[src/hdl/hvs_pkg.sv]
package hvs_pkg;

    // Clock and timer durations
    localparam int CLK_HZ       = 40_000_000;
    localparam int LS_TIME_MS   = 100;
    localparam int UV_TIME_MS   = 50;
    localparam int AREC_TIME_S  = 1;
    localparam int REM_TIME_MS  = 200;
    localparam int LS_CYCLES    = CLK_HZ / 1000 * LS_TIME_MS;
    localparam int UV_CYCLES    = CLK_HZ / 1000 * UV_TIME_MS;
    localparam int AREC_CYCLES  = CLK_HZ * AREC_TIME_S;
    localparam int REM_CYCLES   = CLK_HZ / 1000 * REM_TIME_MS;
    localparam int TMR_W        = 26;

    // Timer slots
    localparam int T_LS   = 0;
    localparam int T_UV   = 1;
    localparam int T_AREC = 2;
    localparam int T_REM  = 3;
    localparam int N_TMR  = 4;

    // Comparator input positions in the synchronised vector
    localparam int I_HV       = 0;
    localparam int I_ABOVE_HOLD = 1;
    localparam int I_AT_START = 2;
    localparam int I_AT_STOP  = 3;
    localparam int I_BELOW_4V = 4;
    localparam int I_DISCHGD  = 5;
    localparam int I_REM_OFF  = 6;
    localparam int I_REM_ON   = 7;
    localparam int I_LS_LOW   = 8;
    localparam int I_LINE_UV  = 9;
    localparam int I_LINE_OK  = 10;
    localparam int I_OT       = 11;
    localparam int N_IN       = 12;

    // Register map
    localparam int          ADDR_W     = 4;
    localparam logic [3:0]  A_CTRL     = 4'h0;
    localparam logic [3:0]  A_STATUS   = 4'h4;
    localparam logic [3:0]  A_INPUTS   = 4'h8;
    localparam logic [31:0] CTRL_RST   = 32'h0000_0001;
    localparam int          CTRL_RUN   = 0;
    localparam int          ST_CONV    = 16;
    localparam int          ST_REMUSED = 17;
    localparam int          ST_FAULT   = 18;
    localparam int          ST_REMPD   = 19;
    localparam int          ST_TMR_LSB = 20;
    localparam logic [1:0]  RESP_OKAY  = 2'h0;
    localparam logic [1:0]  RESP_SLVERR = 2'h2;

    typedef enum logic [9:0] {
        S_IDLE    = 10'h001,
        S_HOLD    = 10'h002,
        S_CHARGE  = 10'h004,
        S_RUN     = 10'h008,
        S_OFF     = 10'h010,
        S_DISCH   = 10'h020,
        S_UV      = 10'h040,
        S_AREC    = 10'h080,
        S_TSD     = 10'h100,
        S_LINEDIS = 10'h200
    } hvs_state_t;

endpackage

[src/hdl/hvs_tmr_if.sv]
`timescale 1ns/1ps
interface hvs_tmr_if;
    logic run;
    logic busy;
    logic done;
    modport ctl (output run, input busy, input done);
    modport tmr (input run, output busy, output done);
endinterface

[src/hdl/hvs_timer.sv]
`timescale 1ns/1ps
module hvs_timer
#(
    parameter int TW   = 26,
    parameter int TERM = 4
)
(
    // Clock and reset
    input  wire logic aclk,
    input  wire logic aresetn,
    input  wire logic ce,
    // Control
    hvs_tmr_if.tmr    t
);
    logic [TW-1:0] cnt_r;

    generate
        if (TERM < 1 || TERM >= (2 ** TW))
        begin : g_chk
            $error("hvs_timer: terminal count does not fit");
        end
    endgenerate

    // Counts while run is high, clears at once when it drops, saturates at the end
    always_ff @(posedge aclk)
    begin
        if (!aresetn)
            cnt_r <= '0;
        else if (ce)
        begin
            if (!t.run)
                cnt_r <= '0;
            else if (cnt_r != TW'(TERM))
                cnt_r <= cnt_r + TW'(1);
        end
    end

    assign t.done = t.run && (cnt_r == TW'(TERM));
    assign t.busy = t.run && (cnt_r != TW'(TERM));
endmodule

[src/hdl/hvs_sync.sv]
`timescale 1ns/1ps
module hvs_sync
#(
    parameter int W = 12
)
(
    // Clock and reset
    input  wire logic         aclk,
    input  wire logic         aresetn,
    input  wire logic         ce,
    // Data
    input  wire logic [W-1:0] d,
    output logic      [W-1:0] q
);
    logic [W-1:0] meta_r;

    // First stage feeds only the second stage
    always_ff @(posedge aclk)
    begin
        if (!aresetn)
        begin
            meta_r <= '0;
            q      <= '0;
        end
        else if (ce)
        begin
            meta_r <= d;
            q      <= meta_r;
        end
    end
endmodule

[src/hdl/hvs_seq.sv]
// Notes on behaviour
// [RL1] Over-temperature during charging or discharging only pauses, then the sequence resumes; the S_OFF discharge and the S_UV/S_AREC hold regulation ignore it.
// [RL2] High voltage present: start-up source charges to hold level, line-monitor bias on.
// [RL3] Hold level until line-OK, then charge to start level and enable the converter.
// [RL4] First start: remote timer and remote pull-down activate with converter enable.
// [RL5] Remote above off threshold: feedback low at once, discharge supply, enter off-mode.
// [RL6] Off-mode: supply unbiased, start-up source off, only line-sense and remote logic alive.
// [RL7] Off-mode remote below on threshold: full discharge, then hold level and line-monitor bias.
// [RL8] No remote timer on off-mode restart; its latch clears only by line-capacitor discharge.
// [RL9] Line-sense low starts a 100 ms timer in every mode, off-mode included.
// [RL10] Line-sense expiry: feedback low, both discharge switches closed until bias is lost.
// [RL11] Over-temperature protection stays active throughout the line-sense discharge and the S_DISCH discharge.
// [RL12] Line recovery before expiry with supply present abandons both timers, operation continues.
// [RL13] Line undervoltage for 50 ms: feedback low, supply discharged to hold level and held.
// [RL14] After undervoltage stop, line-OK causes full discharge, then normal start from hold.
// [RL15] Restart after undervoltage closes the remote pull-down.
// [RL16] Supply at stop level while running: feedback low, 1 s auto-recovery, hold level.
// [RL17] Auto-recovery expiry: full discharge, then start-up source enabled for a new attempt.
// [RL18] Disable output is the inverse of one converter-enable flag.
// [RL19] Supply forced below 4 V also restarts from a fault.
// [RL20] Timers count the one clock, end at the documented durations, clear when withdrawn.
`timescale 1ns/1ps
module hvs_seq
    import hvs_pkg::*;
#(
    parameter int LS_CYC   = hvs_pkg::LS_CYCLES,
    parameter int UV_CYC   = hvs_pkg::UV_CYCLES,
    parameter int AREC_CYC = hvs_pkg::AREC_CYCLES,
    parameter int REM_CYC  = hvs_pkg::REM_CYCLES
)
(
    // Clock, reset, enable
    input  wire logic                       aclk,
    input  wire logic                       aresetn,
    input  wire logic                       ce,
    // AXI4-Lite write
    input  wire logic [hvs_pkg::ADDR_W-1:0] s_axi_awaddr,
    input  wire logic                       s_axi_awvalid,
    output logic                            s_axi_awready,
    input  wire logic [31:0]                s_axi_wdata,
    input  wire logic [3:0]                 s_axi_wstrb,
    input  wire logic                       s_axi_wvalid,
    output logic                            s_axi_wready,
    output logic [1:0]                      s_axi_bresp,
    output logic                            s_axi_bvalid,
    input  wire logic                       s_axi_bready,
    // AXI4-Lite read
    input  wire logic [hvs_pkg::ADDR_W-1:0] s_axi_araddr,
    input  wire logic                       s_axi_arvalid,
    output logic                            s_axi_arready,
    output logic [31:0]                     s_axi_rdata,
    output logic [1:0]                      s_axi_rresp,
    output logic                            s_axi_rvalid,
    input  wire logic                       s_axi_rready,
    // Comparator results
    input  wire logic                       high_voltage_input,
    input  wire logic                       vcc_above_hold,
    input  wire logic                       vcc_at_start,
    input  wire logic                       vcc_at_stop,
    input  wire logic                       vcc_below_4v,
    input  wire logic                       vcc_discharged,
    input  wire logic                       remote_above_off,
    input  wire logic                       remote_below_on,
    input  wire logic                       line_sense_low,
    input  wire logic                       line_undervoltage,
    input  wire logic                       line_ok,
    input  wire logic                       over_temperature_stop,
    // Switch controls
    output logic                            startup_src_en,
    output logic                            vcc_discharge_en,
    output logic                            line_cap_discharge_en,
    output logic                            line_monitor_bias_en,
    output logic                            remote_pulldown_en,
    // Open-drain disable toward the feedback node
    output logic                            disable_out,
    output logic                            disable_oe
);
    import hvs_pkg::*;

    hvs_state_t        state_r;
    hvs_state_t        state_nxt;
    logic [N_IN-1:0]   raw;
    logic [N_IN-1:0]   in_s;
    logic [31:0]       ctrl_r;
    logic              conv_en_r;
    logic              rem_used_r;
    logic              fault_rst_r;
    logic              rem_run_r;
    logic              src_nxt;
    logic              vdis_nxt;
    logic              ldis_nxt;
    logic              bias_nxt;
    logic              pause;
    logic              aw_hold_r;
    logic              w_hold_r;
    logic [ADDR_W-1:0] aw_addr_r;
    logic [31:0]       w_data_r;
    logic [3:0]        w_strb_r;
    logic [N_TMR-1:0]  tmr_busy;
    logic [N_TMR-1:0]  tmr_done;

    assign raw = {over_temperature_stop, line_ok, line_undervoltage, line_sense_low,
                  remote_below_on, remote_above_off, vcc_discharged, vcc_below_4v,
                  vcc_at_stop, vcc_at_start, vcc_above_hold, high_voltage_input};

    hvs_sync #(.W(N_IN)) u_sync
    (
        .aclk    (aclk),
        .aresetn (aresetn),
        .ce      (ce),
        .d       (raw),
        .q       (in_s)
    );

    function automatic int term_of(input int idx);
        case (idx)
            T_LS:    term_of = LS_CYC;
            T_UV:    term_of = UV_CYC;
            T_AREC:  term_of = AREC_CYC;
            default: term_of = REM_CYC;
        endcase
    endfunction

    function automatic logic in_state(input hvs_state_t s, input hvs_state_t m);
        in_state = (s & m) != 10'h000;
    endfunction

    hvs_tmr_if tmr[N_TMR]();

    // [RL20] Timer bank
    generate
        for (genvar i = 0; i < N_TMR; i++)
        begin : g_tmr
            hvs_timer #(.TW(TMR_W), .TERM(term_of(i))) u_tmr
            (
                .aclk    (aclk),
                .aresetn (aresetn),
                .ce      (ce),
                .t       (tmr[i])
            );
            assign tmr_busy[i] = tmr[i].busy;
            assign tmr_done[i] = tmr[i].done;
        end
    endgenerate

    // [RL9] Line-sense timer in any mode
    assign tmr[T_LS].run   = in_s[I_LS_LOW];
    // [RL12] Undervoltage timer abandoned on recovery
    assign tmr[T_UV].run   = in_s[I_LINE_UV] && (state_r == S_RUN);
    // [RL16] Auto-recovery timer
    assign tmr[T_AREC].run = (state_r == S_AREC);
    assign tmr[T_REM].run  = rem_run_r;

    // [RL1] Pause in S_HOLD, S_CHARGE, S_DISCH and S_LINEDIS
    assign pause = in_s[I_OT] && in_state(state_r, hvs_state_t'(S_HOLD | S_CHARGE | S_DISCH | S_LINEDIS));

    always_comb
    begin
        state_nxt = state_r;
        if (!ctrl_r[CTRL_RUN])
            state_nxt = S_IDLE;
        // [RL10] Line-sense expiry overrides all but a cleared run bit
        else if (tmr_done[T_LS])
            state_nxt = S_LINEDIS;
        else if (!pause)
        begin
            case (state_r)
                // [RL2] High voltage starts the hold charge
                S_IDLE:    if (in_s[I_HV]) state_nxt = S_HOLD;
                // [RL3] Wait for line-OK at hold level
                S_HOLD:    if (in_s[I_LINE_OK] && in_s[I_ABOVE_HOLD]) state_nxt = S_CHARGE;
                S_CHARGE:  if (in_s[I_AT_START]) state_nxt = S_RUN;
                S_RUN:
                begin
                    if (in_s[I_OT])
                        state_nxt = S_TSD;
                    // [RL5] Remote off, masked while the remote timer runs
                    else if (in_s[I_REM_OFF] && !rem_run_r)
                        state_nxt = S_OFF;
                    // [RL16] Supply at stop level
                    else if (in_s[I_AT_STOP])
                        state_nxt = S_AREC;
                    // [RL13] Undervoltage stop
                    else if (tmr_done[T_UV])
                        state_nxt = S_UV;
                end
                // [RL7] Remote on restarts from off-mode
                S_OFF:     if (in_s[I_REM_ON]) state_nxt = S_DISCH;
                S_DISCH:   if (in_s[I_DISCHGD]) state_nxt = S_HOLD;
                // [RL14] Line-OK after undervoltage stop
                S_UV:      if (in_s[I_LINE_OK]) state_nxt = S_DISCH;
                // [RL17] [RL19] Restart, held off while line-sense timer counts
                S_AREC:
                    if ((tmr_done[T_AREC] || in_s[I_BELOW_4V]) && !tmr_busy[T_LS])
                        state_nxt = S_DISCH;
                S_TSD:     if (!in_s[I_OT]) state_nxt = S_DISCH;
                S_LINEDIS: state_nxt = S_LINEDIS;
                default:   state_nxt = S_IDLE;
            endcase
        end
    end

    always_ff @(posedge aclk)
    begin
        if (!aresetn)
            state_r <= S_IDLE;
        else if (ce)
            state_r <= state_nxt;
    end

    always_comb
    begin
        src_nxt  = 1'b0;
        vdis_nxt = 1'b0;
        ldis_nxt = 1'b0;
        bias_nxt = 1'b1;
        case (state_nxt)
            S_IDLE:    bias_nxt = 1'b0;
            // [RL1] Switches idle while too hot
            S_HOLD:    src_nxt = !in_s[I_ABOVE_HOLD] && !in_s[I_OT];
            S_CHARGE:  src_nxt = !in_s[I_OT];
            S_RUN:     src_nxt = 1'b0;
            // [RL6] Off-mode leaves supply unbiased
            S_OFF:
            begin
                vdis_nxt = !in_s[I_DISCHGD];
                bias_nxt = 1'b0;
            end
            S_DISCH:   vdis_nxt = !in_s[I_DISCHGD] && !in_s[I_OT];
            // [RL13] [RL16] Regulate at hold level
            S_UV, S_AREC:
            begin
                src_nxt  = !in_s[I_ABOVE_HOLD];
                vdis_nxt = in_s[I_ABOVE_HOLD];
            end
            S_TSD:     src_nxt = 1'b0;
            // [RL10] [RL11] Both discharge switches, cut while too hot
            S_LINEDIS:
            begin
                vdis_nxt = !in_s[I_OT];
                ldis_nxt = !in_s[I_OT];
                bias_nxt = 1'b0;
            end
            default:   bias_nxt = 1'b0;
        endcase
    end

    always_ff @(posedge aclk)
    begin
        if (!aresetn)
        begin
            startup_src_en        <= 1'b0;
            vcc_discharge_en      <= 1'b0;
            line_cap_discharge_en <= 1'b0;
            line_monitor_bias_en  <= 1'b0;
            conv_en_r             <= 1'b0;
        end
        else if (ce)
        begin
            startup_src_en        <= src_nxt;
            vcc_discharge_en      <= vdis_nxt;
            line_cap_discharge_en <= ldis_nxt;
            line_monitor_bias_en  <= bias_nxt;
            // [RL3] Converter enable only in run
            conv_en_r             <= (state_nxt == S_RUN);
        end
    end

    // [RL18] Disable pin follows the inverted enable flag
    assign disable_out = 1'b0;
    assign disable_oe  = !conv_en_r;
    assign remote_pulldown_en = rem_run_r;

    // Remote timer latch and restart kind
    always_ff @(posedge aclk)
    begin
        if (!aresetn)
        begin
            rem_used_r  <= 1'b0;
            fault_rst_r <= 1'b0;
            rem_run_r   <= 1'b0;
        end
        else if (ce)
        begin
            // [RL8] Only line-capacitor discharge clears the latch
            if (line_cap_discharge_en)
                rem_used_r <= 1'b0;
            else if (state_r == S_CHARGE && state_nxt == S_RUN)
                rem_used_r <= 1'b1;
            if ((state_r == S_UV || state_r == S_AREC || state_r == S_TSD) && state_nxt == S_DISCH)
                fault_rst_r <= 1'b1;
            else if (state_nxt == S_RUN)
                fault_rst_r <= 1'b0;
            // [RL4] [RL15] Pull-down and timer on first or fault restart
            if (state_r == S_CHARGE && state_nxt == S_RUN)
                rem_run_r <= !rem_used_r || fault_rst_r;
            else if (tmr_done[T_REM] || state_nxt != S_RUN)
                rem_run_r <= 1'b0;
        end
    end

    // AXI4-Lite write path: address and data taken in either order
    assign s_axi_awready = ce && !aw_hold_r && !s_axi_bvalid;
    assign s_axi_wready  = ce && !w_hold_r && !s_axi_bvalid;

    always_ff @(posedge aclk)
    begin
        if (!aresetn)
        begin
            aw_hold_r    <= 1'b0;
            w_hold_r     <= 1'b0;
            aw_addr_r    <= '0;
            w_data_r     <= '0;
            w_strb_r     <= '0;
            s_axi_bvalid <= 1'b0;
            s_axi_bresp  <= RESP_OKAY;
            ctrl_r       <= CTRL_RST;
        end
        else if (ce)
        begin
            if (s_axi_awvalid && s_axi_awready)
            begin
                aw_hold_r <= 1'b1;
                aw_addr_r <= s_axi_awaddr;
            end
            if (s_axi_wvalid && s_axi_wready)
            begin
                w_hold_r <= 1'b1;
                w_data_r <= s_axi_wdata;
                w_strb_r <= s_axi_wstrb;
            end
            if (aw_hold_r && w_hold_r && !s_axi_bvalid)
            begin
                aw_hold_r    <= 1'b0;
                w_hold_r     <= 1'b0;
                s_axi_bvalid <= 1'b1;
                if (aw_addr_r == A_CTRL)
                begin
                    s_axi_bresp <= RESP_OKAY;
                    for (int b = 0; b < 4; b++)
                        if (w_strb_r[b])
                            ctrl_r[8*b +: 8] <= w_data_r[8*b +: 8];
                end
                else if (aw_addr_r == A_STATUS || aw_addr_r == A_INPUTS)
                    s_axi_bresp <= RESP_OKAY;
                else
                    s_axi_bresp <= RESP_SLVERR;
            end
            else if (s_axi_bvalid && s_axi_bready)
                s_axi_bvalid <= 1'b0;
        end
    end

    // AXI4-Lite read path
    assign s_axi_arready = ce && !s_axi_rvalid;

    always_ff @(posedge aclk)
    begin
        if (!aresetn)
        begin
            s_axi_rvalid <= 1'b0;
            s_axi_rdata  <= '0;
            s_axi_rresp  <= RESP_OKAY;
        end
        else if (ce)
        begin
            if (s_axi_arvalid && s_axi_arready)
            begin
                s_axi_rvalid <= 1'b1;
                s_axi_rresp  <= RESP_OKAY;
                s_axi_rdata  <= '0;
                case (s_axi_araddr)
                    A_CTRL:   s_axi_rdata <= ctrl_r;
                    A_STATUS:
                    begin
                        s_axi_rdata[9:0] <= state_r;
                        s_axi_rdata[ST_CONV] <= conv_en_r;
                        s_axi_rdata[ST_REMUSED] <= rem_used_r;
                        s_axi_rdata[ST_FAULT] <= fault_rst_r;
                        s_axi_rdata[ST_REMPD] <= rem_run_r;
                        s_axi_rdata[ST_TMR_LSB +: N_TMR] <= tmr_busy;
                    end
                    A_INPUTS: s_axi_rdata[N_IN-1:0] <= in_s;
                    default:  s_axi_rresp <= RESP_SLVERR;
                endcase
            end
            else if (s_axi_rvalid && s_axi_rready)
                s_axi_rvalid <= 1'b0;
        end
    end
endmodule

[config.mk]
export PLATFORM = sky130hd
export DESIGN_NAME = hvs_seq
export DESIGN_NICKNAME = d
export VERILOG_FILES = /design/src/hdl/hvs_pkg.sv /design/src/hdl/hvs_tmr_if.sv /design/src/hdl/hvs_timer.sv /design/src/hdl/hvs_sync.sv /design/src/hdl/hvs_seq.sv
export SDC_FILE = /design/constraint.sdc
export NUM_CORES = 1
export LEC_CHECK = 0
export ABC_AREA = 0
export BUFFER_PORTS_ARGS = -buffer_cell sky130_fd_sc_hd__buf_2
export CELL_PAD_IN_SITES_DETAIL_PLACEMENT = 1
export CELL_PAD_IN_SITES_GLOBAL_PLACEMENT = 1
export CORE_MARGIN = 8
export CORE_UTILIZATION = 45
export DETAILED_ROUTE_END_ITERATION = 8
export PLACE_DENSITY_LB_ADDON = 0.1
export SLEW_MARGIN = 25
export SYNTH_ARGS = -nofsm -noshare
export SYNTH_HDL_FRONTEND = slang
export SYNTH_SLANG_ARGS = --single-unit
[constraint.sdc]
create_clock -name aclk -period 3.4 [get_ports aclk]
set_input_delay 0.68 -clock aclk [delete_from_list [all_inputs] [get_ports aclk]]
set_output_delay 0.68 -clock aclk [all_outputs]
set_load 0.005 [all_outputs]
==> key figures, run 1 <==
Floorplan
  – # IOs: 112
  – Chip width: roughly 180 µm
  – Core area: 0.0267 mm²
  – Die Area: 0.0323 mm²
  – Die Ht: approximately 180 µm
  – Initial Util: a little under half
  – # rows: 60

Run status
  – Outcome: finished, final reports clean

Final layout
  – Layout cells sized above 1: between 10% and 20%
  – Area Overhead vs Synth: 16.7%
  – Ant. Diodes: 0
  – Fillers: approximately 3100
  – Multi-input gate area: around 0.0065 mm²
  – Commonest non-fill, non-tap cell in the layout: dfxtp_1
  – Final net count: around 1600
  – Reg area: 0.00512 mm²
  – Most frequent cells in the layout: dfxtp_1 (256), nand2_1 (186), nor2_1 (120)

Clocking
  – Clock tree buffer depth: 3
  – Later-pin clock latency in the skew report: between 0.5 and 0.6 ns
  – Hold_buf cts: 0
  – Num CTS Buffers: 29
  – Total clock sinks: around 260
  – H-tree depth: 1
  – Root buf cell: clkbuf_16
  – CTS tree: done
  – Clock transition at the registers of the reported paths: 0.06 ns

Power and ir drop
  – Peak supply drop: 321 µV
  – Total power: ~6.7 mW
  – Net Sw Power: approximately 1.5 mW
  – Comb pwr share: under 10%
  – Internal power: between 5 and 6 mW
  – Switching Fraction: between 20% and 30%
  – LEAKAGE: 5.24 nW
  – Clock share of power: approximately 49%
  – Power per cell area: 479 mW/mm²
  – Power share of the sequential group: approximately 46%

Routing
  – Avg WL per Cell: 18.2 µm
  – Via count: between 10000 and 15000
  – Initial DRC Count: ~460
  – Drt first pass iters: 4
  – Vias per inst: approximately 5.5
  – WL final: about 34000 µm
  – DRC: 0
  – DRT antenna net count: 0

STA
  – Slew @ Worst Pin: 0.859 ns
  – RSZ-0062 raised after global routing: false
  – Post-layout minimum cycle time: roughly 3.1 ns
  – Max Fclk: around 320 MHz
  – Setup TNS: 0 ns
  – Hold Slack: approximately 0.37 ns
  – Final Max Tran Viols: 0
  – Final Skew: roughly 0.014 ns
  – Endpoints failing setup: 0
  – Slew HR: 42.7%
  – Part of the cycle the worst path needs: 92.4%
  – Endpoints failing hold: 0

Place
  – Port buffer count: 108
  – GPL Wtd Cong: between 0.9 and 1
  – Hpwl dp: ~24000 µm

Critical path
  – Critical path class: register to register
  – Kind of end point of the critical path: register
  – Arr. time, crit path: between 3 and 4 ns
  – Critical path fanouts, max: 8
  – CP required: approximately 3.8 ns
  – R2R setup slack: 0.26 ns
  – FF-to-FF path depth: 9
  – RR Endpoint: line_monitor_bias_en
  – Origin of the critical flop-to-flop path: state_r[9]
  – Startpoint types: register
  – Setup crit start: state_r[9]

GRT
  – Largest net degree at the start of global routing: 90
  – Total track usage: between 20% and 30%
  – Initial antenna violation count: 0
  – First-pass GRT wire length: 56200 µm
  – Number of global-route vias before repair: between 10000 and 15000
  – Total gr overflow: 0

Synthesis
  – Sequential element share of the synthesized area: 42.5%
  – Cell variety after synth: 82
  – Synth area leader: dfxtp_1
  – Cell area after synthesis: approximately 0.012 mm²
  – Area contributors post-synth: dfxtp_1 (42%), nand2_1 (5.8%), xor2_1 (5.4%)
  – Post-Syn Area per Cell: 8.73 µm²
  – Synth Warn #: 0
  – Post-synth ARST share: 0%
  – Post-Syn Instances: between 1000 and 1500
  – Flops & latches, synth: between 200 and 300
  – Post-synth EDFFs: 0
  – Top cell type's share of synthesized area: between 40% and 50%
  – Most common flop cell mapped by yosys: dfxtp_1

Min path
  – Hold EP: w_data_r[16]
  – Hold_sp: s_axi_wdata[16]
  – Hold depth: 3
  – HP Class: input port to register

Run
  – Total of max-cap violations: 0
[critical path, stage by stage (launching register included)]
cell	delay, ns
dfxtp_1	0.42
or4_1	0.72
nor4_1	0.65
a41oi_1	0.10
o21ai_0	0.34
o31ai_4	0.16
nor2_2	0.23
nor4_2	0.12
a221oi_2	0.24
nor2_1	0.06
[per-layer routing]
metal	GRT usage [%]	wire length, µm	up-vias
met2	34.3	15300	154
met1	27.0	16200	4894
met3	3.00	1190	52
li1	-	-	5012
met4	5.90	968	0
met5	0	0	-
[cell usage after synthesis (all sizes together) (3+ instances only)]
master	instances
inv	23
nor2b	83
buf	12
nand3	85
a31oi	4
xnor2	16
nor3	21
nor4bb	4
and3	21
clkbuf	66
nand4	24
nor3b	6
or4	8
ha	8
o31ai	6
xor2	75
and2b	3
a221oi	5
dfxtp	256
a22oi	36
nand2	186
nor2	122
o211a	3
or3	12
nor4	21
mux2i	46
and4	13
mux2	4
a21boi	75
nand2b	7
o21ai	49
nor4b	9
a21oi	19
and2	18
o211ai	6
[cell families (layout without fill, tap and decap cells)]
kind of cell	count (synthesis)	count (layout)	share of synthesized area [%]
compound gates	221	221	13.6
xor+xnor	91	91	6.60
fa+ha+maj	8	8	0.829
buf+inv	101	226	3.79
flops	256	256	42.5
mux	50	50	4.19
other cells	1	3	0.0311
simple gates	655	655	28.5
[cell type report]
type | instances | share of cell area [%]
multi-input cells | 1028 | 46.4
clock buffers | 42 | 6.28
clock inverters | 12 | 1.08
well taps | 341 | 3.03
inverters | 23 | 0.613
repair buffers | 149 | 6.22
flip-flops and latches | 256 | 36.4
[state kept, by name, summed over array words and instances, names as in the netlist, 4 cells and up]
signal	flops
g_tmr.u_tmr.cnt_r	104
u_sync.meta_r	12
u_sync.q	12
s_axi_rdata	32
aw_addr_r	4
state_r	10
ctrl_r	32
w_strb_r	4
w_data_r	32
[repair_timing]
item | in CTS | in global routing
gates resized for setup | 0 | 3
buffers inserted | 0 | 1
endpoints found under the setup margin | 0 | 2
[per-stage QoR]
| stage | instances | util (%) | setup slack (ns) | instance area, µm² |
|---|---|---|---|---|
| global placement | 1796 | 48.8 | 0.339 | 13000 |
| finish | 1851 | 52.8 | 0.258 | 14100 |
| global route | 1851 | 52.8 | 0.0593 | 14100 |
| CTS | 1850 | 52.7 | 0.134 | 14100 |
| detailed placement | 1796 | 48.8 | 0.161 | 13000 |
| floorplan | 1385 | - | 0.656 | 12100 |
[worst max-delay path by stage]
| stage | to | slack [ns] |
|---|---|---|
| floorplan | line_monitor_bias_en | 0.66 |
| global placement | fault_rst_r | 0.34 |
| detailed placement | fault_rst_r | 0.16 |
| CTS | fault_rst_r | 0.13 |
| global route | line_monitor_bias_en | 0.06 |
| finish | line_monitor_bias_en | 0.26 |
[power by group through the flow]
stage                     registers, mW  logic, mW  clock network, mW
after floorplan                    3.13      0.224                  0
after global placement             3.15      0.330                  0
after detailed placement           3.15      0.336                  0
after CTS                          3.09      0.338               3.38
after global routing               3.09      0.371               3.50
final                              3.09      0.336               3.32
No activity file was read; power rests on OpenSTA's default activity.
==> run 2, diff against run 1 <==
--- a/config.mk
+++ b/config.mk
@@ -12,8 +12,7 @@
 export CORE_MARGIN = 8
 export CORE_UTILIZATION = 45
 export DETAILED_ROUTE_END_ITERATION = 8
-export PLACE_DENSITY_LB_ADDON = 0.1
-export SLEW_MARGIN = 25
+export PLACE_DENSITY = 0.86
 export SYNTH_ARGS = -nofsm -noshare
 export SYNTH_HDL_FRONTEND = slang
 export SYNTH_SLANG_ARGS = --single-unit
==> run 2 against run 1 <==
Against the previous run: critical path depth did not move; highest routed layer unchanged; largest cell class unchanged; wire length rose by 0.68%; clock power fell by 5%; sequential cell count did not move; critical endpoint is now fault_rst_r.
==> key figures, run 2 (same netlist as run 1, synthesis figures left out) <==
Floorplan
  – Core area: 0.0267 mm² (unchanged)
  – Initial Util: 45.3% (unchanged)
  – # IOs: 112 (unchanged)
  – Die Ht: 180 µm (unchanged)
  – Chip width: 180 µm (unchanged)
  – Die Area: 0.0323 mm² (unchanged)
  – # rows: 60 (unchanged)

Routing
  – DRC: 0 (unchanged)
  – DRT antenna net count: 0 (unchanged)
  – Via count: 10300 (+1.7%)
  – Drt first pass iters: 4 (unchanged)
  – Avg WL per Cell: 18.3 µm (+0.79%)
  – Vias per inst: 5.56 (+1.8%)
  – Initial DRC Count: 532 (+16%)
  – WL final: 33900 µm (+0.68%)

Clocking
  – CTS resizes: 0 (unchanged)
  – Clock transition at the registers of the reported paths: 0.06 ns (about the same)
  – Hold_buf cts: 0 (unchanged)
  – Clock tree buffer depth: 3 (unchanged)
  – CTS tree: done
  – Total clock sinks: 256 (unchanged)
  – H-tree depth: 1 (unchanged)
  – Later-pin clock latency in the skew report: 0.54 ns (-0.02 ns)
  – Postcts setup bufs: 0 (unchanged)
  – Num CTS Buffers: 28 (-3.4%)
  – Root buf cell: clkbuf_16

Critical path
  – CP required: 3.83 ns (about the same)
  – Arr. time, crit path: 3.56 ns (-0.02 ns)
  – Critical path class: register to register
  – Critical path fanouts, max: 13 (+5)
  – Kind of end point of the critical path: register
  – Startpoint types: register

STA
  – Final Skew: 0.00868 ns (-0.00526 ns)
  – Max Fclk: 320 MHz (+0.45%)
  – Post-layout minimum cycle time: 3.13 ns (-0.0142 ns)
  – RSZ-0062 raised after global routing: false
  – Slew @ Worst Pin: 1.17 ns (+0.309 ns)
  – Setup WS post-layout: 0.273 ns (+0.0142 ns)
  – Slew HR: 21.9% (-21 points)
  – Setup TNS: 0 ns (unchanged)
  – Endpoints failing setup: 0 (unchanged)
  – Final Max Tran Viols: 0 (unchanged)
  – Part of the cycle the worst path needs: 92.0% (-0.42 points)
  – Endpoints failing hold: 0 (unchanged)

Run status
  – Outcome: finished, final reports clean

Final layout
  – Largest Register: g_tmr.u_tmr.cnt_r
  – Number of flip-flops in the largest register: 104 (unchanged)
  – Area Overhead vs Synth: 15.8%
  – Commonest non-fill, non-tap cell in the layout: dfxtp_1
  – Util after Layout: 52.5% (-0.38 points)
  – Fillers: 3130 (-0.064%)
  – Final net count: 1559 (unchanged)
  – Layout cells sized above 1: 15.8% (-0.51 points)
  – Ant. Diodes: 0 (unchanged)
  – Most frequent cells in the layout: dfxtp_1 (256), nand2_1 (186), nor2_1 (120)
  – Finished Layout Cells: 1849 (-0.11%)

Place
  – Hpwl dp: 24400 µm (+0.77%)
  – Port buffer count: 108 (unchanged)
  – GPL Wtd Cong: 0.944 (+4.5%)
  – Worst slack at placement: 0.310 ns (+0.149 ns)
  – Placed insts: 1798 (+0.11%)

GRT
  – Number of global-route vias before repair: 10800 (+1.6%)
  – Total gr overflow: 0 (unchanged)
  – Total track usage: 20.2% (-0.22 points)
  – First-pass GRT wire length: 55900 µm (-0.55%)
  – Initial antenna violation count: 0 (unchanged)
  – Largest net degree at the start of global routing: 83 (-7.8%)

Min path
  – HP Class: input port to register

Power and ir drop
  – LEAKAGE: 5.20 nW (-0.81%)
  – Power per cell area: 470 mW/mm² (-1.7%)
  – Peak supply drop: 324 µV (+0.71%)

Run
  – Total of max-cap violations: 0 (unchanged)
## run 2: path summary, 6_finish.rpt
kind	startpoint	slack [ns]	to	cells past startpoint
setup / recovery	state_r[5]	0.27	fault_rst_r	9
hold / removal	s_axi_wdata[26]	0.39	w_data_r[26]	3
setup reg to reg	state_r[5]	0.27	fault_rst_r	9
hold reg to reg	w_data_r[26]	0.46	w_data_r[26]	2
## run 2: stage by stage
stage	instance area [µm²]	power (mW)	hold slack [ns]
finish	14000	6.58	0.387
global route	14000	6.78	0.385
CTS	14000	6.64	0.373
detailed placement	13000	3.48	0.460
global placement	13000	3.47	0.452
floorplan	12100	3.35	0.441
## run 2: report_power, final
group	switching [mW]	internal (mW)	total, mW
logic	0.192	0.138	0.330
registers	0.0417	3.04	3.09
clock network	1.24	1.92	3.16
## run 2: area by class of cell
cell class	count	area (µm²)	area share [%]
well taps	341	427	3.05
repair buffers	150	871	6.23
inverters	23	86.3	0.618
clock inverters	9	129	0.922
multi-input cells	1028	6510	46.6
clock buffers	42	835	5.97
flip-flops and latches	256	5120	36.7
## run 2: critical path, cell delays in order (launching register included)
cell     delay (ns)
dfxtp_1        0.47
or4_1          0.68
or4_1          0.45
o21ai_2        0.23
nor3_1         0.11
o21ai_2        0.19
a22oi_4        0.12
nor4_2         0.34
nand2_1        0.14
a32o_2         0.28
## run 2: metal layers
layer / wire length [µm] / track usage [%] / vias to the layer above / part of all wire [%]
met2: 16300 / 35.3 / 204 / 48
li1: - / - / 5017 / -
met5: 0 / 0 / - / 0
met4: 975 / 6.24 / 0 / 2.9
met3: 1470 / 3.65 / 59 / 4.3
met1: 15200 / 25.0 / 5002 / 45
==> run 3, diff against run 2 <==
--- a/config.mk
+++ b/config.mk
@@ -6,11 +6,12 @@
 export NUM_CORES = 1
 export LEC_CHECK = 0
 export ABC_AREA = 0
-export BUFFER_PORTS_ARGS = -buffer_cell sky130_fd_sc_hd__buf_2
+export BUFFER_PORTS_ARGS = -buffer_cell sky130_fd_sc_hd__clkbuf_2
 export CELL_PAD_IN_SITES_DETAIL_PLACEMENT = 1
 export CELL_PAD_IN_SITES_GLOBAL_PLACEMENT = 1
 export CORE_MARGIN = 8
 export CORE_UTILIZATION = 45
+export CTS_BUF_LIST = sky130_fd_sc_hd__clkbuf_16
 export DETAILED_ROUTE_END_ITERATION = 8
 export PLACE_DENSITY = 0.86
 export SYNTH_ARGS = -nofsm -noshare
==> run 3 against run 2 <==
Against the previous run: sequential power about the same; register-to-register slack worse by 0.04 ns; die area unchanged; clock-buffer cell count down 13; wire length up 2.1%; final area down 0.90%; cell count down 0.22%; critical path depth up 1; via count up 0.34%; power down 5.2%; critical endpoint unchanged; largest cell class unchanged; highest routed layer unchanged.
==> key figures, run 3 (same netlist as run 1, synthesis figures left out) <==
Clocking
  – Total clock sinks: 256 (unchanged)
  – H-tree depth: 1 (unchanged)
  – Later-pin clock latency in the skew report: 0.54 ns (about the same)
  – Num CTS Buffers: 28 (unchanged)
  – Postcts setup bufs: 0 (unchanged)
  – CTS resizes: 0 (unchanged)
  – Clock tree buffer depth: 3 (unchanged)
  – Root buf cell: clkbuf_16
  – CTS tree: done
  – Hold_buf cts: 0 (unchanged)
  – Clock transition at the registers of the reported paths: 0.06 ns (about the same)

Floorplan
  – Initial Util: 45.3% (unchanged)
  – Chip width: 180 µm (unchanged)
  – Die Area: 0.0323 mm² (unchanged)
  – # rows: 60 (unchanged)
  – Core area: 0.0267 mm² (unchanged)
  – Die Ht: 180 µm (unchanged)
  – # IOs: 112 (unchanged)

Routing
  – Via count: 10300 (+0.34%)
  – DRT antenna net count: 0 (unchanged)
  – Avg WL per Cell: 18.8 µm (+2.3%)
  – Drt first pass iters: 5 (+1)
  – WL final: 34600 µm (+2.1%)
  – Initial DRC Count: 534 (+0.38%)
  – DRC: 0 (unchanged)
  – Vias per inst: 5.59 (+0.56%)

STA
  – RSZ-0062 raised after global routing: false
  – Setup TNS: 0 ns (unchanged)
  – Slew HR: 31.7% (+9.8 points)
  – Hold Slack: 0.365 ns (-0.0229 ns)
  – Final Skew: 0.0125 ns (+0.00385 ns)
  – Max Fclk: 315 MHz (-1.4%)
  – Endpoints failing setup: 0 (unchanged)
  – Part of the cycle the worst path needs: 93.3% (+1.3 points)
  – Post-layout minimum cycle time: 3.17 ns (+0.0439 ns)
  – Final Max Tran Viols: 0 (unchanged)
  – Slew @ Worst Pin: 1.01 ns (-0.153 ns)
  – Endpoints failing hold: 0 (unchanged)

Power and ir drop
  – Internal power: 4.78 mW (-6.3%)
  – LEAKAGE: 5.15 nW (-0.81%)
  – Net Sw Power: 1.46 mW (-1.2%)
  – Peak supply drop: 318 µV (-1.8%)
  – Power per cell area: 450 mW/mm² (-4.3%)
  – Comb pwr share: 5.3% (+0.3 points)
  – Clock share of power: 45.2% (-2.9 points)
  – Switching Fraction: 23.4% (+0.94 points)
  – Power share of the sequential group: 49.5% (+2.6 points)

Min path
  – Hold_sp: s_axi_wdata[2]
  – Hold depth: 3 (unchanged)
  – Hold EP: w_data_r[2]
  – HP Class: input port to register

Critical path
  – Kind of end point of the critical path: register
  – R2R setup slack: 0.23 ns (-0.04 ns)
  – RR Endpoint: fault_rst_r
  – FF-to-FF path depth: 10 (+1)
  – Critical path class: register to register
  – Startpoint types: register
  – Arr. time, crit path: 3.61 ns (+0.05 ns)
  – CP required: 3.83 ns (about the same)
  – Setup crit start: state_r[9]
  – Critical path fanouts, max: 9 (-4)
  – Origin of the critical flop-to-flop path: state_r[9]

GRT
  – Total track usage: 20.7% (+0.42 points)
  – Number of global-route vias before repair: 10900 (+0.47%)
  – First-pass GRT wire length: 56500 µm (+1.1%)
  – Total gr overflow: 0 (unchanged)
  – Largest net degree at the start of global routing: 124 (+49%)
  – Initial antenna violation count: 0 (unchanged)

Final layout
  – Commonest non-fill, non-tap cell in the layout: dfxtp_1
  – Fillers: 3132 (+0.064%)
  – Area Overhead vs Synth: 14.8%
  – Ant. Diodes: 0 (unchanged)
  – Final net count: 1558 (-0.064%)
  – Number of flip-flops in the largest register: 104 (unchanged)
  – Util after Layout: 52.0% (-0.47 points)
  – Largest Register: g_tmr.u_tmr.cnt_r
  – Most frequent cells in the layout: dfxtp_1 (256), nand2_1 (186), nor2_1 (120)
  – Layout cells sized above 1: 15.3% (-0.49 points)

Place
  – Hpwl dp: 25200 µm (+3.6%)
  – GPL Wtd Cong: 0.958 (+1.5%)
  – Port buffer count: 108 (unchanged)

Run status
  – Outcome: finished, final reports clean

Run
  – Total of max-cap violations: 0 (unchanged)
run 3: power groups by stage:
stage | registers [mW] | clock network [mW] | logic (mW)
global placement | 3.15 | 0 | 0.323
floorplan | 3.13 | 0 | 0.224
global route | 3.09 | 2.98 | 0.366
finish | 3.09 | 2.82 | 0.333
detailed placement | 3.15 | 0 | 0.331
CTS | 3.09 | 2.87 | 0.335
run 3: final cells by class:
class                           instances  area [µm²]  share of cell area (%)
Tap cell                              341         427                    3.08
Clock buffer                           29         726                    5.24
Inverter                               23        86.3                   0.623
Clock inverter                         19         110                   0.795
Timing Repair Buffer                  149         863                    6.23
Sequential cell                       256        5120                    37.0
Multi-Input combinational cell       1028        6520                    47.0
run 3: worst max path at each step:
stage	endpoint	slack, ns
finish	fault_rst_r	0.23
floorplan	line_monitor_bias_en	0.66
global placement	fault_rst_r	0.33
CTS	g_tmr[2].u_tmr.cnt_r[25]	0.24
global route	fault_rst_r	0.02
detailed placement	g_tmr[2].u_tmr.cnt_r[25]	0.28
run 3: critical path: stages, from the launching register on:
cell	delay, ns
dfxtp_1	0.41
buf_4	0.22
nor4_2	0.36
nand4_4	0.21
nor4b_4	0.39
o211ai_2	0.19
o31ai_4	0.35
nor2_2	0.10
nor4_2	0.42
nand2_1	0.13
a32o_2	0.28
run 3: per-stage QoR:
stage | worst slack [ns] | instances | total power, mW | area (µm²)
after global routing | 0.0151 | 1845 | 6.44 | 13900
final | 0.229 | 1845 | 6.24 | 13900
after detailed placement | 0.279 | 1797 | 3.48 | 13000
after floorplan | 0.656 | 1385 | 3.35 | 12100
after CTS | 0.245 | 1845 | 6.29 | 13800
after global placement | 0.326 | 1797 | 3.47 | 13000
run 3: routing by layer:
layer / GRT usage (%) / part of all wire [%]
met5: 0 / 0
met4: 6.37 / 2.8
met3: 3.37 / 4.3
met2: 36.8 / 48
met1: 25.1 / 44
